===== src/design/dcps_pkg.sv =====
`default_nettype none

// Shared constants and types for the CKE power-state controller.
package dcps_pkg;

  // Commands that the user side may request.
  typedef enum logic [3:0] {
    CMD_NOP, CMD_DES, CMD_MRS, CMD_REF, CMD_ACT, CMD_PRE, CMD_PREA,
    CMD_RD, CMD_WR, CMD_ZQCL, CMD_PDE, CMD_PDX, CMD_SRE, CMD_SRX
  } dcps_cmd_t;

  // Device state as the controller tracks it.
  typedef enum logic [2:0] {
    DEV_IDLE, DEV_ACTIVE, DEV_APD, DEV_PPD, DEV_SR
  } dcps_dev_t;

  // Half period of the memory clock in system clocks (4 x 20 ns = 80 ns).
  localparam int CK_HALF_DEF = 4;

  // Number of banks and width of the bank address.
  localparam int NBANK = 8;
  localparam int BA_W  = 3;

  // Timer width and the index of each interval timer.
  localparam int TW       = 10;
  localparam int NT       = 8;
  localparam int TI_MOD   = 0;
  localparam int TI_CKE   = 1;
  localparam int TI_XS    = 2;
  localparam int TI_XSDLL = 3;
  localparam int TI_WR512 = 4;
  localparam int TI_BURST = 5;
  localparam int TI_RFC   = 6;
  localparam int TI_RP    = 7;

  // Timing figures in memory clock cycles (nCK).
  localparam int T_MRD_NCK   = 4;
  localparam int T_MOD_NCK   = 12;
  localparam int T_CKE_NCK   = 3;
  localparam int T_XS_NCK    = 108;
  localparam int T_XSDLL_NCK = 512;
  localparam int T_WRSR_NCK  = 512;
  localparam int T_BURST_NCK = 4;
  localparam int T_RFC_NCK   = 104;
  localparam int T_RP_NCK    = 6;

  // The mode-register gap covers both tMRD and tMOD, so the larger one is loaded.
  localparam int T_MODE_NCK = (T_MOD_NCK > T_MRD_NCK) ? T_MOD_NCK : T_MRD_NCK;

  // CKE may change again one cycle before tCKEmin is met.
  localparam int T_CKEH_NCK = (T_CKE_NCK > 1) ? T_CKE_NCK - 1 : 1;

  // Load value of each timer, indexed by the timer numbers above.
  localparam logic [TW-1:0] TMR_LOAD [NT] = '{
    TW'(T_MODE_NCK), TW'(T_CKEH_NCK), TW'(T_XS_NCK), TW'(T_XSDLL_NCK),
    TW'(T_WRSR_NCK), TW'(T_BURST_NCK), TW'(T_RFC_NCK), TW'(T_RP_NCK)
  };

  // Command pin codes, CS# RAS# CAS# WE# from high bit to low.
  localparam logic [3:0] PIN_NOP = 4'h7;
  localparam logic [3:0] PIN_DES = 4'hF;
  localparam logic [3:0] PIN_MRS = 4'h0;
  localparam logic [3:0] PIN_REF = 4'h1;
  localparam logic [3:0] PIN_ACT = 4'h3;
  localparam logic [3:0] PIN_PRE = 4'h2;
  localparam logic [3:0] PIN_RD  = 4'h5;
  localparam logic [3:0] PIN_WR  = 4'h4;
  localparam logic [3:0] PIN_ZQ  = 4'h6;

endpackage

`default_nettype wire


===== src/design/dcps_tmr_if.sv =====
`default_nettype none

// Link between the controller and its interval timers.
interface dcps_tmr_if;
  import dcps_pkg::*;
  logic          tick;  // Pulse at each rising memory clock edge.
  logic [NT-1:0] load;  // Restart pulses, one per timer.
  logic [NT-1:0] busy;  // High while a timer has not yet run out.
  modport ctl (output tick, output load, input busy);
  modport tmr (input tick, input load, output busy);
endinterface

`default_nettype wire


===== src/design/dcps_timer.sv =====
`default_nettype none

// Bank of down counters that measure intervals in memory clock cycles.
module dcps_timer (
  // Clock and reset.
  input  wire logic  sys_clk,
  input  wire logic  reset_n,
  // Control from the controller.
  dcps_tmr_if.tmr    tif
);
  import dcps_pkg::*;

  // One counter per interval.
  genvar i;
  generate
    for (i = 0; i < NT; i++) begin : g_cnt
      logic [TW-1:0] cnt_reg;   // Cycles still to run.
      logic [TW-1:0] cnt_next;  // Next count.

      // A restart wins over a tick; a running counter steps down on each tick.
      assign cnt_next = tif.load[i] ? TMR_LOAD[i] :
                        (tif.tick && cnt_reg != '0) ? cnt_reg - TW'(1) : cnt_reg;

      // The counter register.
      always_ff @(posedge sys_clk) begin
        if (!reset_n) begin
          cnt_reg <= '0;
        end else begin
          cnt_reg <= cnt_next;
        end
      end

      // Busy while any count remains.
      assign tif.busy[i] = (cnt_reg != '0);
    end
  endgenerate

endmodule

`default_nettype wire


===== src/design/dcps_ctrl.sv =====
// Functional notes
// - No CKE low before tMRD and tMOD.
// - Hold new CKE until tCKEmin minus one.
// - Only NOP or DESELECT during tXS.
// - No read or ODT before tXSDLL.
// - Self-refresh only from idle with REFRESH.
// - Power-down entry and exit use NOP.
// - Self-refresh exit uses NOP or DESELECT.
// - No self-refresh during read or write.
// - No write within 512 cycles after exit.
// - Unlisted state and command pairs are illegal.
// - Reset pin stays high in operation.
`default_nettype none

// Memory-controller end that drives the clock, CKE and command pins of a
// DDR3L device and guards its power-state transitions.
module dcps_ctrl #(
  parameter int CK_HALF = dcps_pkg::CK_HALF_DEF  // Memory clock half period in system clocks.
) (
  // System clock and reset.
  input  wire logic                 sys_clk,
  input  wire logic                 reset_n,
  // User request port.
  input  wire logic                 req_valid,
  input  wire dcps_pkg::dcps_cmd_t  req_cmd,
  input  wire logic [dcps_pkg::BA_W-1:0] req_bank,
  // User answer port.
  output logic                      req_done,
  output logic                      req_err,
  output dcps_pkg::dcps_dev_t       dev_state,
  // Memory device pins.
  output logic                      ddr_ck,
  output logic                      ddr_cke,
  output logic                      ddr_cs_n,
  output logic                      ddr_ras_n,
  output logic                      ddr_cas_n,
  output logic                      ddr_we_n,
  output logic [dcps_pkg::BA_W-1:0] ddr_ba,
  output logic                      ddr_a10,
  output logic                      ddr_reset_n
);
  import dcps_pkg::*;

  // Width of the clock divider counter.
  localparam int CW = $clog2(2 * CK_HALF) + 1;

  // Divider and clock pin.
  logic [CW-1:0]    div_reg;       // Position within one memory clock period.
  logic [CW-1:0]    div_next;      // Next divider position.
  logic             ck_reg;        // Memory clock output.
  logic             is_fall;       // Clock goes low at this edge; pins change here.
  logic             is_rise;       // Clock goes high at this edge; device samples here.

  // Pin and state registers.
  logic             cke_reg;       // Clock enable output.
  logic [3:0]       pin_reg;       // CS# RAS# CAS# WE#.
  logic [BA_W-1:0]  ba_reg;        // Bank address.
  logic             a10_reg;       // Address bit 10.
  logic             rst_pin_reg;   // Device reset pin.
  logic             done_reg;      // Request carried out.
  logic             err_reg;       // Request refused.
  dcps_dev_t        dev_reg;       // Tracked device state.
  dcps_dev_t        dev_next;      // Next tracked device state.
  logic [NBANK-1:0] open_reg;      // One bit per open bank.
  logic [NBANK-1:0] open_next;     // Next open-bank map.

  // Request decoding.
  logic             take;          // A request is taken at this edge.
  logic             legal;         // The request may be issued now.
  logic             go;            // Taken and legal.
  logic             cke_low;       // Device is in power-down or self-refresh.
  logic             bank_open;     // Addressed bank is open.
  logic             all_idle;      // Banks closed and no operation pending.
  logic             cke_free;      // CKE may change now.
  logic             mode_free;     // Mode register gap is over.
  logic             xs_free;       // Self-refresh exit window is over.
  logic             cke_next;      // CKE level issued with the request.
  logic [3:0]       pin_cmd;       // Pin code of the request.
  logic             a10_cmd;       // A10 level of the request.

  // Timer link.
  dcps_tmr_if tif ();

  // Interval timers.
  dcps_timer u_timer (
    .sys_clk (sys_clk),
    .reset_n (reset_n),
    .tif     (tif)
  );

  // The divider wraps once per memory clock period.
  assign div_next = (div_reg == CW'(2 * CK_HALF - 1)) ? '0 : div_reg + CW'(1);
  assign is_fall  = (div_next == CW'(CK_HALF));
  assign is_rise  = (div_next == '0);

  // Clock divider and clock pin.
  always_ff @(posedge sys_clk) begin
    if (!reset_n) begin
      div_reg <= '0;
      ck_reg  <= 1'b1;
    end else begin
      div_reg <= div_next;
      ck_reg  <= (div_next < CW'(CK_HALF));
    end
  end

  // Pins change half a period before the device samples them, so each
  // command sits centred on the rising edge that registers it together
  // with its CKE level.
  assign take = is_fall && req_valid;
  assign go   = take && legal;

  // Status terms from the tracked state and the timers.
  assign cke_low   = (dev_reg == DEV_APD) || (dev_reg == DEV_PPD) || (dev_reg == DEV_SR);
  assign bank_open = open_reg[req_bank];
  assign cke_free  = !tif.busy[TI_CKE];
  assign mode_free = !tif.busy[TI_MOD];
  assign xs_free   = !tif.busy[TI_XS];

  // Idle means banks closed, no burst, and precharge, refresh, mode and exit
  // timings all met.
  assign all_idle = (open_reg == '0) && !tif.busy[TI_BURST] && !tif.busy[TI_RP] &&
                    !tif.busy[TI_RFC] && mode_free && xs_free;

  // Legality of each request; anything not listed here is refused.
  assign legal =
    (req_cmd == CMD_NOP || req_cmd == CMD_DES)      ? 1'b1 :
    (req_cmd == CMD_PDX)                            ? (dev_reg == DEV_APD || dev_reg == DEV_PPD) && cke_free :
    (req_cmd == CMD_SRX)                            ? (dev_reg == DEV_SR) && cke_free :
    (cke_low || !xs_free)                           ? 1'b0 :
    (req_cmd == CMD_MRS || req_cmd == CMD_ZQCL)     ? all_idle :
    (req_cmd == CMD_REF)                            ? all_idle :
    (req_cmd == CMD_ACT)                            ? !bank_open && !tif.busy[TI_RP] &&
                                                      !tif.busy[TI_RFC] && mode_free :
    (req_cmd == CMD_PRE || req_cmd == CMD_PREA)     ? !tif.busy[TI_BURST] && mode_free :
    (req_cmd == CMD_RD)                             ? bank_open && !tif.busy[TI_BURST] &&
                                                      !tif.busy[TI_XSDLL] :
    (req_cmd == CMD_WR)                             ? bank_open && !tif.busy[TI_BURST] &&
                                                      !tif.busy[TI_WR512] :
    (req_cmd == CMD_PDE)                            ? cke_free && mode_free :
    (req_cmd == CMD_SRE)                            ? all_idle && cke_free :
    1'b0;

  // CKE level issued with each request.
  assign cke_next = (req_cmd == CMD_PDE || req_cmd == CMD_SRE) ? 1'b0 :
                    (req_cmd == CMD_PDX || req_cmd == CMD_SRX) ? 1'b1 : cke_reg;

  // Pin code of each request; power transitions carry NOP, self-refresh
  // entry carries REFRESH.
  assign pin_cmd =
    (req_cmd == CMD_DES)                        ? PIN_DES :
    (req_cmd == CMD_MRS)                        ? PIN_MRS :
    (req_cmd == CMD_REF || req_cmd == CMD_SRE)  ? PIN_REF :
    (req_cmd == CMD_ACT)                        ? PIN_ACT :
    (req_cmd == CMD_PRE || req_cmd == CMD_PREA) ? PIN_PRE :
    (req_cmd == CMD_RD)                         ? PIN_RD :
    (req_cmd == CMD_WR)                         ? PIN_WR :
    (req_cmd == CMD_ZQCL)                       ? PIN_ZQ :
    PIN_NOP;

  // A10 selects all banks for precharge and the long form of calibration.
  assign a10_cmd = (req_cmd == CMD_PREA) || (req_cmd == CMD_ZQCL);

  // Open-bank map: ACT opens a bank, PRE closes it, PREA closes all.
  genvar b;
  generate
    for (b = 0; b < NBANK; b++) begin : g_bank
      logic hit;  // This bank is addressed.
      assign hit = (req_bank == BA_W'(b));
      assign open_next[b] = !go                                   ? open_reg[b] :
                            (req_cmd == CMD_PREA)                 ? 1'b0 :
                            (req_cmd == CMD_PRE && hit)           ? 1'b0 :
                            (req_cmd == CMD_ACT && hit)           ? 1'b1 :
                            open_reg[b];
    end
  endgenerate

  // Tracked device state; power states move with the accepted PDE, SRE, PDX or SRX
  // request that changes CKE, other accepted commands follow the open-bank map.
  always_comb begin
    dev_next = dev_reg;
    if (go) begin
      case (req_cmd)
        // Closed banks give precharge power-down, open ones active.
        CMD_PDE: begin
          dev_next = (open_reg == '0) ? DEV_PPD : DEV_APD;
        end
        // Self-refresh; termination is unavailable there.
        CMD_SRE: begin
          dev_next = DEV_SR;
        end
        // Exits return to the bank state held before entry.
        CMD_PDX, CMD_SRX: begin
          dev_next = (open_reg == '0) ? DEV_IDLE : DEV_ACTIVE;
        end
        // Other commands follow the open-bank map; a NOP while CKE is low keeps the state.
        default: begin
          dev_next = cke_low ? dev_reg : (open_next == '0) ? DEV_IDLE : DEV_ACTIVE;
        end
      endcase
    end
  end

  // Timer tick at each rising memory clock edge.
  assign tif.tick = is_rise;

  // Timer restarts on the commands that open each interval.
  assign tif.load[TI_MOD]   = go && (req_cmd == CMD_MRS);
  assign tif.load[TI_CKE]   = go && (cke_next != cke_reg);
  assign tif.load[TI_XS]    = go && (req_cmd == CMD_SRX);
  assign tif.load[TI_XSDLL] = go && (req_cmd == CMD_SRX);
  assign tif.load[TI_WR512] = go && (req_cmd == CMD_SRX);
  assign tif.load[TI_BURST] = go && (req_cmd == CMD_RD || req_cmd == CMD_WR);
  assign tif.load[TI_RFC]   = go && (req_cmd == CMD_REF);
  assign tif.load[TI_RP]    = go && (req_cmd == CMD_PRE || req_cmd == CMD_PREA);

  // Command pins: issue an accepted request, otherwise deselect. While CKE
  // stays low the device ignores these pins, so deselect is as good as any.
  always_ff @(posedge sys_clk) begin
    if (!reset_n) begin
      pin_reg <= PIN_DES;
      ba_reg  <= '0;
      a10_reg <= 1'b0;
    end else if (go) begin
      pin_reg <= pin_cmd;
      ba_reg  <= req_bank;
      a10_reg <= a10_cmd;
    end else if (is_fall) begin
      pin_reg <= PIN_DES;
    end
  end

  // CKE changes only with an accepted transition. Power-down does no
  // refresh, so the user must exit it in time to keep refresh going.
  always_ff @(posedge sys_clk) begin
    if (!reset_n) begin
      cke_reg <= 1'b1;
    end else if (go) begin
      cke_reg <= cke_next;
    end
  end

  // Device state and bank map.
  always_ff @(posedge sys_clk) begin
    if (!reset_n) begin
      dev_reg  <= DEV_IDLE;
      open_reg <= '0;
    end else begin
      dev_reg  <= dev_next;
      open_reg <= open_next;
    end
  end

  // Answer pulses: done for issued requests, error for refused ones.
  always_ff @(posedge sys_clk) begin
    if (!reset_n) begin
      done_reg <= 1'b0;
      err_reg  <= 1'b0;
    end else begin
      done_reg <= go;
      err_reg  <= take && !legal;
    end
  end

  // The device reset pin is released after system reset and then held high.
  always_ff @(posedge sys_clk) begin
    if (!reset_n) begin
      rst_pin_reg <= 1'b0;
    end else begin
      rst_pin_reg <= 1'b1;
    end
  end

  // Self-refresh exit is taken by the device on a rising edge of its clock; the clock
  // here runs on regardless, so nothing more is needed on this side.

  // Outputs straight from registers.
  assign ddr_ck      = ck_reg;
  assign ddr_cke     = cke_reg;
  assign ddr_cs_n    = pin_reg[3];
  assign ddr_ras_n   = pin_reg[2];
  assign ddr_cas_n   = pin_reg[1];
  assign ddr_we_n    = pin_reg[0];
  assign ddr_ba      = ba_reg;
  assign ddr_a10     = a10_reg;
  assign ddr_reset_n = rst_pin_reg;
  assign req_done    = done_reg;
  assign req_err     = err_reg;
  assign dev_state   = dev_reg;

endmodule

`default_nettype wire


===== config.mk =====
export PLATFORM = sky130hd
export DESIGN_NAME = dcps_ctrl
export DESIGN_NICKNAME = d
export VERILOG_FILES = /design/src/design/dcps_pkg.sv /design/src/design/dcps_tmr_if.sv /design/src/design/dcps_timer.sv /design/src/design/dcps_ctrl.sv
export SDC_FILE = /design/constraint.sdc
export NUM_CORES = 1
export LEC_CHECK = 0
export BUFFER_PORTS_ARGS = -buffer_cell sky130_fd_sc_hd__buf_4
export CORE_ASPECT_RATIO = 1.75
export CORE_UTILIZATION = 35
export CTS_BUF_LIST = sky130_fd_sc_hd__clkbuf_2
export DETAILED_ROUTE_END_ITERATION = 10
export GPL_TIMING_DRIVEN = 0
export PLACE_DENSITY_LB_ADDON = 0.2
export SLEW_MARGIN = 20
export SYNTH_ARGS = -nofsm -noshare
export SYNTH_HDL_FRONTEND = slang
export SYNTH_SLANG_ARGS = --single-unit

===== constraint.sdc =====
create_clock -name sys_clk -period 8.3 [get_ports sys_clk]
set_clock_uncertainty 0.15 [all_clocks]
set_input_delay 0.415 -clock sys_clk [delete_from_list [all_inputs] [get_ports sys_clk]]
set_output_delay 0.415 -clock sys_clk [all_outputs]
set_load 0.1 [all_outputs]

==> metrics.json <==
{
  "finish": {
    "finish.utilization_pct": 39.3,
    "most-common-layout-cells": "124 x sky130_fd_sc_hd__nor2_1, 108 x sky130_fd_sc_hd__dfxtp_1, 50 x sky130_fd_sc_hd__nand2_1",
    "final_net_count": 716,
    "layout-drive-gt1-share_pct": 8.03,
    "fillers": 1617,
    "most_common_cell_after_layout_fill_and_taps_aside": "sky130_fd_sc_hd__nor2_1",
    "largest_register_ffs": 80,
    "area_growth_syn_to_layout_pct": 9.70
  },
  "sta": {
    "transition_at_the_pin_with_the_smallest_max_transition_slack_ns": 1.04,
    "final_min_period_over_clock_period_pct": 42.3,
    "timing.final.setup_violations": 0,
    "maxClockFrequency_mhz": 285,
    "timing.slew.headroom_pct": 30.5,
    "setup_total_negative_slack_ns": 0,
    "finalWorstPathRequiredPeriod_ns": 3.51,
    "rsz0062_at_grt": "false",
    "finalMaxSlewViolations": 0,
    "report.final.hold_viol_count": 0
  },
  "min_path": {
    "whs_path_depth": 4,
    "hold_class": "in2reg",
    "worst_hold_path.endpoint": "ddr_ba[0]$_SDFFE_PN0N_",
    "min-delay-start": "req_bank[0]"
  },
  "worst_setup_path": {
    "cp.arrival_ns": 3.90,
    "cp_slowest_cell": "sky130_fd_sc_hd__or4b_2",
    "crit_path_start": "u_timer.g_cnt[6].cnt_reg[0]$_SDFFE_PP0P_",
    "r2r_start": "u_timer.g_cnt[6].cnt_reg[0]$_SDFFE_PP0P_",
    "largest_fanout_on_the_critical_path": 8,
    "required_ns": 8.69,
    "worst_path_largest_cell_delay_ns": 0.58,
    "critPathMostFrequentCell": "sky130_fd_sc_hd__nand4_1",
    "worst-path-buf-inv": 1,
    "rrSetupSlack_ns": 4.79,
    "worst_setup_path_end_kind": "register",
    "worst_r2r_endpoint": "u_timer.g_cnt[6].cnt_reg[1]$_SDFFE_PP0P_",
    "path_delay_family": "simple AND/OR/NAND/NOR gates",
    "critPathKind": "reg2reg",
    "worstRegToRegCells": 9,
    "path_cells": "inv_1 > ha_1 > or4b_2 > nor3_1 > nand4_1 > o31a_1 > a211oi_4 > nand4_1 > and3_1",
    "setup.worst_path.start_class": "register"
  },
  "synth": {
    "synthesis.area_per_instance_um2": 8.36,
    "synth_mux_area_share_pct": 3.29,
    "synth_top_family_by_area": "simple AND/OR/NAND/NOR gates",
    "synth-xor-area-share_pct": 11.8,
    "synth.yosys.seq_area_share_pct": 39.4,
    "synthesis.nets": 680,
    "synth-compound-area-share_pct": 10.1,
    "share_of_flip_flops_with_an_asynchronous_set_or_reset_after_synthesis_pct": 0,
    "yosysUniqueCellTypes": 61,
    "synth_ff_type": "sky130_fd_sc_hd__dfxtp_1",
    "synth-simple-area-share_pct": 28.7,
    "ffs_latches_synth": 108,
    "postSynthCellCount": 656,
    "synth-warning-count": 0,
    "synth_adder_area_share_pct": 3.19,
    "number_of_flops_mapped_to_enable_cells_by_yosys": 0,
    "syn_area_mm2": 0.00548
  },
  "power": {
    "logic_gate_share_of_total_power_pct": 9.6,
    "sw_frac_of_total_pct": 29.6,
    "share_clk_of_total_power_pct": 28.0,
    "netSwitchingPower_mw": 0.251,
    "power.density_cell_area_mw_per_mm2": 141,
    "p_int_mw": 0.596,
    "leakagePower_nw": 2.20,
    "power.total_mw": 0.847,
    "seq_power_share_pct": 62.4,
    "vdd_drop_max_v": 0.0000646
  },
  "floorplanning": {
    "num_rows": 60,
    "floorplan.initialDensity_pct": 35.8,
    "die_height_um": 168,
    "boundaryPins": 26,
    "fp.dieW_um": 96.6,
    "design.die.area_mm2": 0.0162,
    "fp.coreArea_mm2": 0.0153
  },
  "global_routing": {
    "first_pass_grt_wire_length_um": 21900,
    "globalRouteOverflowTotal": 0,
    "grt_max_degree": 20,
    "antenna_violations_before_repair": 1,
    "gr-usage-all-layers_pct": 16.7,
    "via_count_of_the_first_global_routing_pass": 4604
  },
  "placement": {
    "place.detailed.hpwl_um": 10100,
    "gp_congestion": 0.874,
    "io_buffer_count": 23
  },
  "clock_network": {
    "tritoncts": "done",
    "clock_tree.htree_level_count": 3,
    "cts-buffers-inserted": 9,
    "ctsLongestPathBuffers": 2,
    "cts_setup_buffers": 0,
    "cts.clk_slew.worst_paths_ns": 0.30,
    "cts-root-buf": "sky130_fd_sc_hd__clkbuf_2",
    "tritoncts_num_sinks": 108,
    "worst_skew_pair.late_latency_ns": 0.63
  },
  "routing": {
    "routed_via_density": 5.18,
    "post-route-drc-count": 0,
    "detail_route.wirelength_um": 13100,
    "drt_pass1_iterations": 5,
    "num_vias": 4581,
    "final_antenna_net_count": 0,
    "route.detailed.wl_per_inst_um": 14.8,
    "number_of_drc_violations_after_detailed_routing_iteration_0": 188
  },
  "job": {
    "timing.max_cap.violations": 0
  },
  "status": {
    "status": "finished clean"
  }
}
## timing repair
item	4_1_cts	5_1_grt
hold buffers	2	0
hold endpoints to repair	2	0
gates resized for setup	0	0
## cells in the mapped netlist (2+ instances only)
library cell                 n  share of area, %
sky130_fd_sc_hd__nor2_1    124               8.5
sky130_fd_sc_hd__dfxtp_1   108                39
sky130_fd_sc_hd__nand2_1    50               3.4
sky130_fd_sc_hd__xnor2_1    43               6.9
sky130_fd_sc_hd__xor2_1     31               5.0
sky130_fd_sc_hd__nor3_1     30               2.7
sky130_fd_sc_hd__a21oi_1    26               2.4
sky130_fd_sc_hd__clkbuf_1   20               1.4
sky130_fd_sc_hd__nand3_1    19               1.7
sky130_fd_sc_hd__mux2i_1    18               3.3
sky130_fd_sc_hd__o21ai_0    18               1.6
sky130_fd_sc_hd__inv_1      17               1.2
sky130_fd_sc_hd__nor4_1     16               1.8
sky130_fd_sc_hd__ha_1       14               3.2
sky130_fd_sc_hd__nand2b_1   12               1.4
sky130_fd_sc_hd__nor2b_1     8              0.91
sky130_fd_sc_hd__or4_1       8               1.1
sky130_fd_sc_hd__nand3b_1    7              0.96
sky130_fd_sc_hd__nor3b_1     7              0.96
sky130_fd_sc_hd__and2_1      6              0.68
sky130_fd_sc_hd__nand4_1     6              0.68
sky130_fd_sc_hd__nor4b_1     5              0.80
sky130_fd_sc_hd__a211oi_1    4              0.55
sky130_fd_sc_hd__and3_1      4              0.46
sky130_fd_sc_hd__or3_1       4              0.46
sky130_fd_sc_hd__a21o_1      3              0.41
sky130_fd_sc_hd__buf_6       3              0.62
sky130_fd_sc_hd__o21a_1      3              0.41
sky130_fd_sc_hd__o31a_1      3              0.48
sky130_fd_sc_hd__a21boi_0    2              0.27
sky130_fd_sc_hd__a311o_1     2              0.37
sky130_fd_sc_hd__a31oi_1     2              0.23
sky130_fd_sc_hd__and4b_1     2              0.37
sky130_fd_sc_hd__nand4b_1    2              0.32
sky130_fd_sc_hd__o21ai_4     2              0.59
sky130_fd_sc_hd__or4b_2      2              0.37
## final cells by class
class | instances | area, um2 | area share, %
clock buffer | 9 | 45.0 | 0.749
antenna | 1 | 2.50 | 0.0416
buffer | 26 | 125 | 2.08
sequential | 108 | 2160 | 35.9
tap | 186 | 233 | 3.87
inverter | 18 | 67.6 | 1.12
timing repair buffer | 25 | 193 | 3.20
clock inverter | 7 | 58.8 | 0.978
multi-input combinational | 504 | 3130 | 52.0
## metal layers
layer / up-vias / global-route usage (%) / routed length (um) / part of all wire (%)
met5: - / 0 / 0 / 0
met2: 58 / 31.3 / 6970 / 53
li1: 2324 / - / - / -
met1: 2174 / 18.0 / 5440 / 42
met4: 0 / 7.20 / 374 / 2.9
met3: 25 / 3.05 / 311 / 2.4
## metrics by stage
stage | hold slack [ns] | std cells | setup WS [ns] | cell area [um2]
detailed placement | 0.331 | 865 | 4.83 | 5890
global placement | 0.320 | 865 | 4.87 | 5890
global route | 0.154 | 884 | 4.54 | 6020
finish | 0.185 | 884 | 4.79 | 6020
CTS | 0.141 | 883 | 4.79 | 6010
floorplan | 0.293 | 656 | 5.16 | 5480
## cell families (layout without fill, tap and decap cells)
family,Yosys count,after routing
other,0,1
buffers and inverters,44,85
adder cells (fa/ha/maj),14,14
AND/OR/NAND/NOR,317,317
XOR/XNOR,74,74
AO/OA/AOI/OAI,81,81
multiplexers,18,18
flip-flops,108,108
## worst reg2reg max path: stages, from the launching register on
cell and delay (ns):
sky130_fd_sc_hd__dfxtp_1 0.39, sky130_fd_sc_hd__inv_1 0.11, sky130_fd_sc_hd__ha_1 0.16, sky130_fd_sc_hd__or4b_2 0.58
sky130_fd_sc_hd__nor3_1 0.35, sky130_fd_sc_hd__nand4_1 0.25, sky130_fd_sc_hd__o31a_1 0.42, sky130_fd_sc_hd__a211oi_4 0.46
sky130_fd_sc_hd__nand4_1 0.31, sky130_fd_sc_hd__and3_1 0.27
## power groups by stage
| stage | clock network (mW) | logic, mW | registers (mW) |
|---|---|---|---|
| 2_1_floorplan | 0 | 0.0460 | 0.549 |
| 3_5_place_dp | 0 | 0.0803 | 0.537 |
| 6_report | 0.237 | 0.0814 | 0.529 |
| 4_1_cts | 0.250 | 0.0813 | 0.529 |
| 5_1_grt | 0.267 | 0.0882 | 0.530 |
| 3_3_place_gp | 0 | 0.0795 | 0.537 |
## how the worst max path moves through the flow
stage / to / slack (ns) / cells after the start
finish: u_timer.g_cnt[6].cnt_reg[1]$_SDFFE_PP0P_ / 4.79 / 9
global route: u_timer.g_cnt[6].cnt_reg[3]$_SDFFE_PN0P_ / 4.54 / 10
CTS: u_timer.g_cnt[6].cnt_reg[1]$_SDFFE_PP0P_ / 4.79 / 9
global placement: u_timer.g_cnt[6].cnt_reg[0]$_SDFFE_PP0P_ / 4.87 / 9
floorplan: dev_state[0]$_SDFFE_PN0P_ / 5.16 / 9
detailed placement: u_timer.g_cnt[4].cnt_reg[9]$_SDFFE_PN0P_ / 4.83 / 10
Power figures use the tool's default switching activity.
